$ cat src/inc/fpe_pkg.sv
// Package for the flash program/erase host controller.
// Assumes a 100 MHz clock and an asynchronous parallel flash on the pins.
package fpe_pkg;
	localparam int CLK_PERIOD_NS = 10;
	// Pin timing figures in ns (least times, rounded up to cycles)
	localparam int T_WC_NS  = 70;
	localparam int T_WP_NS  = 35;
	localparam int T_WPH_NS = 20;
	localparam int T_ACC_NS = 70;
	localparam int T_OEH_NS = 20;
	localparam int WC_CYC   = (T_WC_NS + CLK_PERIOD_NS - 1) / CLK_PERIOD_NS;
	localparam int WP_CYC   = (T_WP_NS + CLK_PERIOD_NS - 1) / CLK_PERIOD_NS;
	localparam int WPH_CYC  = (T_WPH_NS + CLK_PERIOD_NS - 1) / CLK_PERIOD_NS;
	localparam int ACC_CYC  = (T_ACC_NS + CLK_PERIOD_NS - 1) / CLK_PERIOD_NS;
	localparam int OEH_CYC  = (T_OEH_NS + CLK_PERIOD_NS - 1) / CLK_PERIOD_NS;
	localparam int CNT_W    = 4;

	localparam int ADDR_W = 23;
	localparam int DATA_W = 16;

	// Status bit positions on the data lines
	localparam int POLL_BIT   = 7;
	localparam int TOGGLE_BIT = 6;
	localparam int ETOG_BIT   = 2;

	// Command cycle values
	localparam logic [ADDR_W-1:0] UNLOCK_ADDR1 = 23'h000555;
	localparam logic [ADDR_W-1:0] UNLOCK_ADDR2 = 23'h0002aa;
	localparam logic [DATA_W-1:0] UNLOCK_DATA1 = 16'h00aa;
	localparam logic [DATA_W-1:0] UNLOCK_DATA2 = 16'h0055;
	localparam logic [DATA_W-1:0] ERASE_SETUP  = 16'h0080;
	localparam logic [DATA_W-1:0] PROG_SETUP   = 16'h00a0;
	localparam logic [DATA_W-1:0] CHIP_ERASE   = 16'h0010;
	localparam logic [DATA_W-1:0] BLOCK_ERASE  = 16'h0030;
	localparam logic [ADDR_W-1:0] CHIP_ADDR    = 23'h000555;

	typedef enum logic [1:0] {
		FPE_OP_PROGRAM = 2'h0,
		FPE_OP_BLOCK   = 2'h1,
		FPE_OP_CHIP    = 2'h2
	} fpe_op_e;

	typedef struct packed {
		fpe_op_e             op;
		logic [ADDR_W-1:0]   program_location_address;
		logic [DATA_W-1:0]   program_value;
	} fpe_req_s;

	typedef struct packed {
		logic                ce_n;
		logic                we_n;
		logic                oe_n;
		logic [ADDR_W-1:0]   addr;
		logic [DATA_W-1:0]   dq_o;
		logic                dq_oe;
	} fpe_bus_s;
endpackage : fpe_pkg

$ cat src/hdl/fpe_sync.sv
// Two-flop synchroniser for a bundle of pin inputs.
// Assumes inputs asynchronous to clk; output lags by two edges.
`timescale 1ns/1ns
module fpe_sync #(
	parameter int W = 1
) (
	// Clock and reset
	input  wire logic         clk,
	input  wire logic         reset_n,
	// Data
	input  wire logic [W-1:0] d,
	output logic      [W-1:0] q
);
	logic [W-1:0] meta_q;

	always_ff @(posedge clk) begin
		if (!reset_n) begin
			meta_q <= '0;
			q      <= '0;
		end else begin
			meta_q <= d;
			q      <= meta_q;
		end
	end
endmodule : fpe_sync

$ cat src/hdl/fpe_host.sv
// Host controller: issues program, block erase and chip erase to a parallel
// flash through its pins, then polls status until done and, after a program only, reads back.
// Assumes dq is resolved outside from dq_o/dq_oe; ready_busy_n is only watched.
`timescale 1ns/1ns

// Function
// - A chip erase ends with data 10h written to address 555h.
// - A block erase ends with data 30h written to an address inside the block.
// - A program command carries the target location on address and the value on data.
// - After a program the host polls the polling bit until done, then reads the location.
module fpe_host #(
	parameter int POLL_LIMIT = 65535
) (
	// Clock and reset
	input  wire logic                         clk,
	input  wire logic                         reset_n,
	// User request
	input  wire logic                         req_valid,
	input  wire fpe_pkg::fpe_req_s            req,
	output logic                              req_ready,
	output logic                              done,
	output logic                              fail,
	output logic [fpe_pkg::DATA_W-1:0]        read_value,
	// Flash pins
	output logic                              ce_n,
	output logic                              we_n,
	output logic                              oe_n,
	output logic [fpe_pkg::ADDR_W-1:0]        addr,
	output logic [fpe_pkg::DATA_W-1:0]        dq_o,
	output logic                              dq_oe,
	input  wire logic [fpe_pkg::DATA_W-1:0]   dq_i,
	input  wire logic                         ready_busy_n
);
	typedef enum logic [2:0] {
		ST_IDLE  = 3'h0,
		ST_WLOW  = 3'h1,
		ST_WHIGH = 3'h2,
		ST_RLOW  = 3'h3,
		ST_RHIGH = 3'h4,
		ST_FINAL = 3'h5
	} fpe_state_e;

	fpe_state_e                    state_q, state_d;
	fpe_pkg::fpe_req_s             req_q;
	fpe_pkg::fpe_bus_s             bus_q, bus_d;
	logic [2:0]                    cyc_q, cyc_d;
	logic [fpe_pkg::CNT_W-1:0]     cnt_q, cnt_d;
	logic [31:0]                   polls_q, polls_d;
	logic                          have_prev_q, have_prev_d;
	logic [fpe_pkg::DATA_W-1:0]    prev_q, prev_d;
	logic [fpe_pkg::DATA_W-1:0]    value_q, value_d;
	logic                          done_q, done_d, fail_q, fail_d, rdy_q, rdy_d;
	logic [fpe_pkg::DATA_W-1:0]    dq_s;
	logic                          rb_s;

	fpe_sync #(.W(fpe_pkg::DATA_W + 1)) u_sync (
		.clk     (clk),
		.reset_n (reset_n),
		.d       ({ready_busy_n, dq_i}),
		.q       ({rb_s, dq_s})
	);

	// Command cycle table: index 0..3 for program, 0..5 for erase, last cycle is the final one
	logic [fpe_pkg::ADDR_W-1:0] cmd_addr;
	logic [fpe_pkg::DATA_W-1:0] cmd_data;
	logic [2:0]                 last_cyc;
	wire                        is_prog = (req_q.op == fpe_pkg::FPE_OP_PROGRAM);
	assign last_cyc = is_prog ? 3'h3 : 3'h5;

	always_comb begin
		cmd_addr = fpe_pkg::UNLOCK_ADDR1;
		cmd_data = fpe_pkg::UNLOCK_DATA1;
		case (cyc_q)
			3'h1, 3'h4: begin
				cmd_addr = fpe_pkg::UNLOCK_ADDR2;
				cmd_data = fpe_pkg::UNLOCK_DATA2;
			end
			3'h2: cmd_data = is_prog ? fpe_pkg::PROG_SETUP : fpe_pkg::ERASE_SETUP;
			3'h3: begin
				if (is_prog) begin
					cmd_addr = req_q.program_location_address;
					cmd_data = req_q.program_value;
				end
			end
			3'h5: begin
				if (req_q.op == fpe_pkg::FPE_OP_CHIP) begin
					cmd_addr = fpe_pkg::CHIP_ADDR;
					cmd_data = fpe_pkg::CHIP_ERASE;
				end else begin
					cmd_addr = req_q.program_location_address;
					cmd_data = fpe_pkg::BLOCK_ERASE;
				end
			end
			default: ;
		endcase
	end

	// Completion tests on a polled status word
	wire poll_true = (dq_s[fpe_pkg::POLL_BIT] == req_q.program_value[fpe_pkg::POLL_BIT]);
	wire tog_same  = (dq_s[fpe_pkg::TOGGLE_BIT] == prev_q[fpe_pkg::TOGGLE_BIT]);
	wire etog_same = (dq_s[fpe_pkg::ETOG_BIT] == prev_q[fpe_pkg::ETOG_BIT]);
	// Erase: both toggle bits steady across two reads means finished
	wire erase_done = have_prev_q && tog_same && etog_same;
	wire prog_done  = poll_true;
	wire op_done    = is_prog ? prog_done : erase_done;
	wire timeout    = (polls_q >= POLL_LIMIT);
	// Readback low phase needs full access time plus the synchroniser lag
	wire [fpe_pkg::CNT_W-1:0] final_lim = bus_q.ce_n ? fpe_pkg::CNT_W'(fpe_pkg::WC_CYC)
	                                                 : fpe_pkg::CNT_W'(fpe_pkg::ACC_CYC + 2);

	always_comb begin
		state_d     = state_q;
		bus_d       = bus_q;
		cyc_d       = cyc_q;
		cnt_d       = cnt_q;
		polls_d     = polls_q;
		have_prev_d = have_prev_q;
		prev_d      = prev_q;
		value_d     = value_q;
		done_d      = 1'b0;
		fail_d      = 1'b0;
		rdy_d       = rdy_q;
		case (state_q)
			ST_IDLE: begin
				if (req_valid && rdy_q) begin
					rdy_d       = 1'b0;
					cyc_d       = 3'h0;
					polls_d     = '0;
					have_prev_d = 1'b0;
					state_d     = ST_WHIGH;
					cnt_d       = '0;
				end
			end
			ST_WHIGH: begin
				// Strobes high, address stable before the fall
				bus_d.ce_n  = 1'b1;
				bus_d.we_n  = 1'b1;
				bus_d.oe_n  = 1'b1;
				bus_d.dq_oe = 1'b0;
				// Address and data settle before the strobes fall, no race on the pins
				bus_d.addr  = cmd_addr;
				bus_d.dq_o  = cmd_data;
				cnt_d = cnt_q + 1'b1;
				if (cnt_q >= fpe_pkg::CNT_W'(fpe_pkg::WPH_CYC)) begin
					bus_d.dq_oe = 1'b1;
					bus_d.ce_n  = 1'b0;
					bus_d.we_n  = 1'b0;
					cnt_d   = '0;
					state_d = ST_WLOW;
				end
			end
			ST_WLOW: begin
				cnt_d = cnt_q + 1'b1;
				// Data held through both strobes rising together
				if (cnt_q >= fpe_pkg::CNT_W'(fpe_pkg::WP_CYC)) begin
					bus_d.we_n = 1'b1;
					bus_d.ce_n = 1'b1;
					cnt_d      = '0;
					if (cyc_q == last_cyc)
						state_d = ST_RHIGH;
					else begin
						cyc_d   = cyc_q + 3'h1;
						state_d = ST_WHIGH;
					end
				end
			end
			ST_RHIGH: begin
				// Read recovery between polls, also covers the busy flag delay
				bus_d.dq_oe = 1'b0;
				bus_d.oe_n  = 1'b1;
				bus_d.ce_n  = 1'b1;
				bus_d.addr  = req_q.program_location_address;
				cnt_d = cnt_q + 1'b1;
				if (cnt_q >= fpe_pkg::CNT_W'(fpe_pkg::OEH_CYC)) begin
					bus_d.ce_n = 1'b0;
					bus_d.oe_n = 1'b0;
					cnt_d   = '0;
					state_d = ST_RLOW;
				end
			end
			ST_RLOW: begin
				cnt_d = cnt_q + 1'b1;
				// Two extra cycles cover the input synchroniser
				if (cnt_q >= fpe_pkg::CNT_W'(fpe_pkg::ACC_CYC + 2)) begin
					bus_d.oe_n  = 1'b1;
					bus_d.ce_n  = 1'b1;
					cnt_d       = '0;
					prev_d      = dq_s;
					have_prev_d = 1'b1;
					polls_d     = polls_q + 32'h1;
					if (op_done) begin
						// Program goes on to a final read of the stored word; erase finishes here
						state_d = is_prog ? ST_FINAL : ST_IDLE;
						value_d = dq_s;
						if (!is_prog) begin
							done_d = 1'b1;
							rdy_d  = 1'b1;
						end
					end else if (timeout) begin
						fail_d  = 1'b1;
						rdy_d   = 1'b1;
						state_d = ST_IDLE;
					end else
						state_d = ST_RHIGH;
				end
			end
			ST_FINAL: begin
				// One more full read gives the stored value once polling settles
				bus_d.oe_n = 1'b1;
				cnt_d = cnt_q + 1'b1;
				if (cnt_q >= final_lim) begin
					cnt_d = '0;
					if (bus_q.ce_n) begin
						bus_d.ce_n = 1'b0;
						bus_d.oe_n = 1'b0;
					end else begin
						bus_d.ce_n = 1'b1;
						value_d    = dq_s;
						done_d     = 1'b1;
						rdy_d      = 1'b1;
						state_d    = ST_IDLE;
					end
				end else if (!bus_q.ce_n)
					bus_d.oe_n = 1'b0;
			end
			default: state_d = ST_IDLE;
		endcase
	end

	always_ff @(posedge clk) begin
		if (!reset_n) begin
			state_q     <= ST_IDLE;
			bus_q       <= '{ce_n: 1'b1, we_n: 1'b1, oe_n: 1'b1, addr: '0, dq_o: '0, dq_oe: 1'b0};
			cyc_q       <= '0;
			cnt_q       <= '0;
			polls_q     <= '0;
			have_prev_q <= 1'b0;
			prev_q      <= '0;
			value_q     <= '0;
			done_q      <= 1'b0;
			fail_q      <= 1'b0;
			rdy_q       <= 1'b1;
			req_q       <= '0;
		end else begin
			state_q     <= state_d;
			bus_q       <= bus_d;
			cyc_q       <= cyc_d;
			cnt_q       <= cnt_d;
			polls_q     <= polls_d;
			have_prev_q <= have_prev_d;
			prev_q      <= prev_d;
			value_q     <= value_d;
			done_q      <= done_d;
			fail_q      <= fail_d;
			rdy_q       <= rdy_d;
			if (state_q == ST_IDLE && req_valid && rdy_q)
				req_q <= req;
		end
	end

	assign req_ready  = rdy_q;
	assign done       = done_q;
	assign fail       = fail_q;
	assign read_value = value_q;
	assign ce_n       = bus_q.ce_n;
	assign we_n       = bus_q.we_n;
	assign oe_n       = bus_q.oe_n;
	assign addr       = bus_q.addr;
	assign dq_o       = bus_q.dq_o;
	assign dq_oe      = bus_q.dq_oe;

	// Busy pin is synchronised but only advisory; polling decides completion
	wire unused_rb = rb_s;
endmodule : fpe_host

$ cat config.mk
export PLATFORM = sky130hd
export DESIGN_NAME = fpe_host
export DESIGN_NICKNAME = d
export VERILOG_FILES = /design/src/inc/fpe_pkg.sv /design/src/hdl/fpe_sync.sv /design/src/hdl/fpe_host.sv
export SDC_FILE = /design/constraint.sdc
export NUM_CORES = 1
export LEC_CHECK = 0
export ABC_AREA = 1
export BUFFER_PORTS_ARGS = -buffer_cell sky130_fd_sc_hd__buf_2
export CAP_MARGIN = 20
export CELL_PAD_IN_SITES_DETAIL_PLACEMENT = 0
export CELL_PAD_IN_SITES_GLOBAL_PLACEMENT = 1
export CORE_ASPECT_RATIO = 0.7
export CORE_MARGIN = 4
export CORE_UTILIZATION = 35
export DETAILED_ROUTE_END_ITERATION = 8
export PLACE_DENSITY = 0.77
export SYNTH_ARGS = -nofsm -noshare
export SYNTH_HDL_FRONTEND = slang
export SYNTH_SLANG_ARGS = --single-unit
$ cat constraint.sdc
create_clock -name clk -period 3.8 [get_ports clk]
set_input_delay 0.57 -clock clk [delete_from_list [all_inputs] [get_ports clk]]
set_output_delay 0.57 -clock clk [all_outputs]
set_load 0.03 [all_outputs]
After elaboration in Yosys (flattened, before gate mapping) --
Cells that the tools add are included.
Storage, ports and cells: output and inout port bits 62, logic and storage cells 156, bits of input ports 61, bits in registers 185
Operators by class: reduce and logical (&&, ||, !) cells 29, magnitude comparators 5, bitwise gates (word level) 3, equal/unequal tests 26, add/subtract/negate cells 3, muxes and demuxes 69
Operator list (number):
- $mux W16 | 5
- $pmux W23 S3 | 1
- $mux W32 | 2
- $pmux W16 S4 | 1
- $pmux W32 S2 | 1
- $mux W23 | 2
- $pmux W23 S2 | 1
- $mux W3 | 15
- $add A32 B1 Y32 const B | 1
- $ge A32 B16 Y1 const B | 1
- $pmux W16 S2 | 1
- $mux W4 | 6
- $mux W1 | 20
- $pmux W4 S5 | 1
- $ne A2 B2 Y1 const B | 9
- $pmux W3 S6 | 1
- $reduce_and A7 Y1 | 2
- $eq A3 B2 Y1 const B | 4
- $eq A3 B3 Y1 const B | 4
- $mux W6 | 2
- $reduce_bool A2 Y1 | 5
- $reduce_bool A5 Y1 | 2
- $pmux W1 S2 | 4
- $reduce_and A2 Y1 | 4
- other kinds (27) | 40

Logic depth before layout (Yosys ltp) --
depth in word-level cells 7, depth in mapped cells 12

Hierarchy --
Synthesis repeated with hierarchy kept, for this count alone.
Unflattened totals: cell total of the unflattened synthesis 1095, area total of the unflattened synthesis 7913.8 um^2
By module, submodules not included:
- fpe_host | area an instance 6936.7 um^2, times used 1, cells each 989
- fpe_sync | area an instance 977.2 um^2, times used 1, cells each 106

Worst setup path after synthesis --
OpenSTA, ideal clock, no wires.
path kind register to register, from register bus_q, in the netlist ce_n, to register rdy_q (netlist: req_ready), arrival 1835 ps, stages on the path, launching flop included 13, data required time 3671 ps, path slack 1835 ps, library setup time 129 ps, path through dfxtp_1 inv_1 ha_1 nand2_1 nand2_1 nand3_1 nand3_2 buf_2 inv_1 nor3_1 nand2_1 nand2_1 nand3_1
Between the ends: longest elaborated chain between the ends 4, elaborated cells on any way between the ends 5, those cells by class order compare: 1; eq/ne: 2; mux: 1; reduce/logical: 1
Ends and longest elaborated chain:
- start, declared | RTL line fpe_host.sv:45 | fpe_pkg::fpe_bus_s bus_q, bus_d;
- start signal, assigned | RTL line fpe_host.sv:233 | bus_q <= '{ce_n: 1'b1, we_n: 1'b1, oe_n: 1'b1, addr: '0, dq_o: '0, dq_oe: 1'b0};
- start signal, assigned | RTL line fpe_host.sv:246 | bus_q <= bus_d;
- $mux W4 | RTL line fpe_host.sv:108 | wire [fpe_pkg::CNT_W-1:0] final_lim = bus_q.ce_n ? fpe_pkg::CNT_W'(fpe_pkg::WC_CYC)
- $ge A4 B4 Y1 | RTL line fpe_host.sv:211 | if (cnt_q >= final_lim) begin
- $ne A2 B2 Y1 (no source line)
- $reduce_and A7 Y1 (no source line) (*)
- end signal, assigned | RTL line fpe_host.sv:255 | rdy_q <= rdy_d;
- end, declared | RTL line fpe_host.sv:52 | logic done_q, done_d, fail_q, fail_d, rdy_q, rdy_d;
Mark *: on every way between the ends. The rest lies on a longest branch, timed or not. A chain may end at the register's enable or synchronous reset.

Worst setup path after layout --
from register cyc_q[0], to register bus_q, in the netlist addr[9]
Between the ends: longest elaborated chain between the ends 4, elaborated cells on any way between the ends 7, those cells by class eq/ne: 4; mux: 2; reduce/logical: 1
Ends and longest elaborated chain:
- start, declared | RTL line fpe_host.sv:46 | logic [2:0] cyc_q, cyc_d;
- start signal, assigned | RTL line fpe_host.sv:247 | cyc_q <= cyc_d;
- $eq A3 B1 Y1 / $eq A3 B3 Y1 (equally long branches) | RTL line fpe_host.sv:73 | case (cyc_q)
- $reduce_or A2 Y1 | RTL line fpe_host.sv:73
- $pmux W23 S3 (*) | RTL line fpe_host.sv:73
- $pmux W23 S2 (*) | RTL line fpe_host.sv:123 | case (state_q)
Marked as above.

==> results.py <==
metrics = {
    "placed_design": {
        "port_buffers": 121,
        "placed_cells": 1427,
        "place_congestion": 0.833,
        "detailed_place_hpwl_microns": 14900,
    },
    "timing": {
        "setup_viol": 0,
        "final_max_slew_viol_count": 0,
        "fin_crit_sh": 0.635,
        "worst_pin_slew_ns": 0.841,
        "timing.hold.ws_ns": 0.309,
        "fin_tns_setup_ns": 0,
        "hold_viol_final": 0,
        "final.min_clock_period_ns": 2.41,
        "slew-limit-headroom": 0.437,
        "fmax_ghz": 0.414,
        "fin_worst_skew_ns": 0.0121,
        "rsz0062_at_grt": "no",
    },
    "worst_setup_path": {
        "cp-start-kind": "flip-flop",
        "ff2ff_setup_slack_ns": 1.39,
        "critPathArrivalTime_ns": 2.77,
        "required_ns": 4.16,
        "path_max_fanout": 13,
        "reg2regPathDepth": 8,
        "end_kind": "flip-flop",
        "crit_type": "reg2reg",
    },
    "grt": {
        "grt_max_degree": 73,
        "antenna_found_initial": 0,
        "grt_pass1_wl_microns": 34900,
        "grt_pass1_vias": 6598,
        "grtUsageTotal": 0.175,
        "grt_overflow": 0,
    },
    "clocking": {
        "cts_buffers": 17,
        "cts_tree": "yes",
        "clk_latency_ns": 0.44,
        "cts.repair.resized": 0,
        "clk_pin_slew_ns": 0.07,
        "cts_root_buffer": "clkbuf_16",
        "ctsHoldBuffers": 0,
        "cts_setup_buffers": 0,
        "clockBufferDepth": 2,
        "cts.sinks": 180,
        "cts_max_level": 4,
    },
    "logic_synthesis": {
        "ys_seq_area_frac": 0.465,
        "synthTopCellsByCount": "nand2_1, dfxtp_1, a21oi_1, inv_1, nor2_1",
        "netlist_area_sq_um": 7740,
        "yosysWarnings": 0,
        "yosysTopAreaCell": "dfxtp_1",
        "synth.area.top_cells": "dfxtp_1, nand2_1, a21oi_1",
        "syn_nets": 1132,
        "synth_cell_types": 42,
        "async_reset_ff_frac": 0,
        "synth_cells": 1058,
        "syn_area_per_cell_sq_um": 7.32,
        "ys.flop_type": "dfxtp_1",
        "synth-seq-cells": 180,
        "synth_top_cell_area_share": 0.465,
        "yosysMostFrequentCell": "nand2_1",
        "synth-edff-count": 0,
    },
    "die": {
        "start_util": 0.356,
        "top_level_ports": 123,
        "core_sq_um": 21700,
        "die-area_sq_um": 24600,
        "rows": 45,
        "die_w_microns": 186,
        "die_h_microns": 132,
    },
    "run_status": {
        "outcome": "complete, no violations",
    },
    "route": {
        "drtAntennaViolNets": 0,
        "first_pass_iters": 6,
        "drc": 0,
        "drt_iter0_drc": 512,
        "avgViaCountPerCell": 4.92,
        "dr_total_vias": 7182,
        "wl_per_cell_microns": 14.9,
        "routed_wl_microns": 21700,
    },
    "cells_and_area": {
        "antenna_cells": 0,
        "areaGrowthSynthToFinish_pct": 18.8,
        "drive_above_1_share": 0.162,
        "nets": 1238,
        "stdcell_count": 1459,
    },
    "power_and_ir_drop": {
        "p_leak_nw": 4.04,
        "pwr_density_cell_nw_per_um2": 611,
        "ir_drop_v": 0.000334,
    },
    "min_path": {
        "hold_path_depth": 3,
        "hold_path_class": "in2reg",
    },
    "job": {
        "drv_cap": 0,
    },
}
layout by cell type, fill, tap and decap left out, drive strengths merged, types with 2 or more instances in the layout:
master,count
o22ai,2
clkbuf,17
nand3,45
ha,13
a41oi,5
nand3b,2
a21oi,114
nor2,83
a31oi,11
dfxtp,180
o21ai,58
xor2,6
buf,129
nor3,14
clkinv,7
o21a,2
o221ai,6
nand4,26
inv,118
bufinv,3
o211ai,2
nand2,319
a22oi,8
or2,3
state kept, by name (all words and copies together) (netlist names), 2 cells and up:
register       count
req_q             41
polls_q           32
addr              23
dq_o              16
read_value        16
u_sync.meta_q     16
u_sync.q          16
cnt_q              4
cyc_q              3
state_q            3
prev_q             2
cell type report:
class / count / area [sq um]
flip-flops and latches: 180 / 3600
inverters: 114 / 430
repair buffers: 129 / 666
fillers: 2274 / 12500
well taps: 282 / 353
multi-input cells: 722 / 3510
clock buffers: 17 / 425
clock inverters: 15 / 215
per-layer routing:
metal  part of all wire  up-vias  GRT usage
met5                  0        -          0
met4             0.0093        0     0.0388
met3              0.068       15     0.0464
met2               0.39      212      0.234
met1               0.53     3296      0.278
li1                   -     3659          -
worst max-delay path: stages, from the launching register on:
cell,delay [ns]
dfxtp_1,0.44
ha_1,0.18
ha_1,0.40
nand2_1,0.19
nand2_1,0.24
inv_1,0.08
o21ai_2,0.51
nand3_1,0.13
a31oi_1,0.15
worst paths after layout:
path,startpoint,endpoint
worst min register to register,u_sync.meta_q[2],u_sync.q[2]
worst max register to register,cyc_q[0],addr[9]
worst max-delay path,cyc_q[0],addr[9]
worst min-delay path,dq_i[10],u_sync.meta_q[10]
stage by stage:
stage | util | total power, mW | worst slack (ns) | area (sq um)
after floorplan | - | 3.31 | 1.84 | 7740
after global placement | 0.394 | 3.73 | 1.48 | 8560
after detailed placement | 0.394 | 3.75 | 1.43 | 8560
after CTS | 0.423 | 5.67 | 1.45 | 9200
after global routing | 0.423 | 5.92 | 1.19 | 9200
final | 0.423 | 5.62 | 1.39 | 9200
where the power goes:
part | total [mW] | leakage [nW] | internal, mW | switching [mW]
clock network | 1.91 | 0.311 | 1.07 | 0.840
logic | 1.45 | 2.26 | 0.385 | 1.07
registers | 2.26 | 1.47 | 2.12 | 0.137
total | 5.62 | 4.04 | 3.58 | 2.04
logic make-up after synthesis:
family	Yosys count	synth area share
simple gates	493	0.277
compound gates	209	0.147
flops	180	0.465
buf+inv	156	0.0816
fa+ha+maj	13	0.0210
xor+xnor	7	0.00792
(Power assumes the default switching activity.)
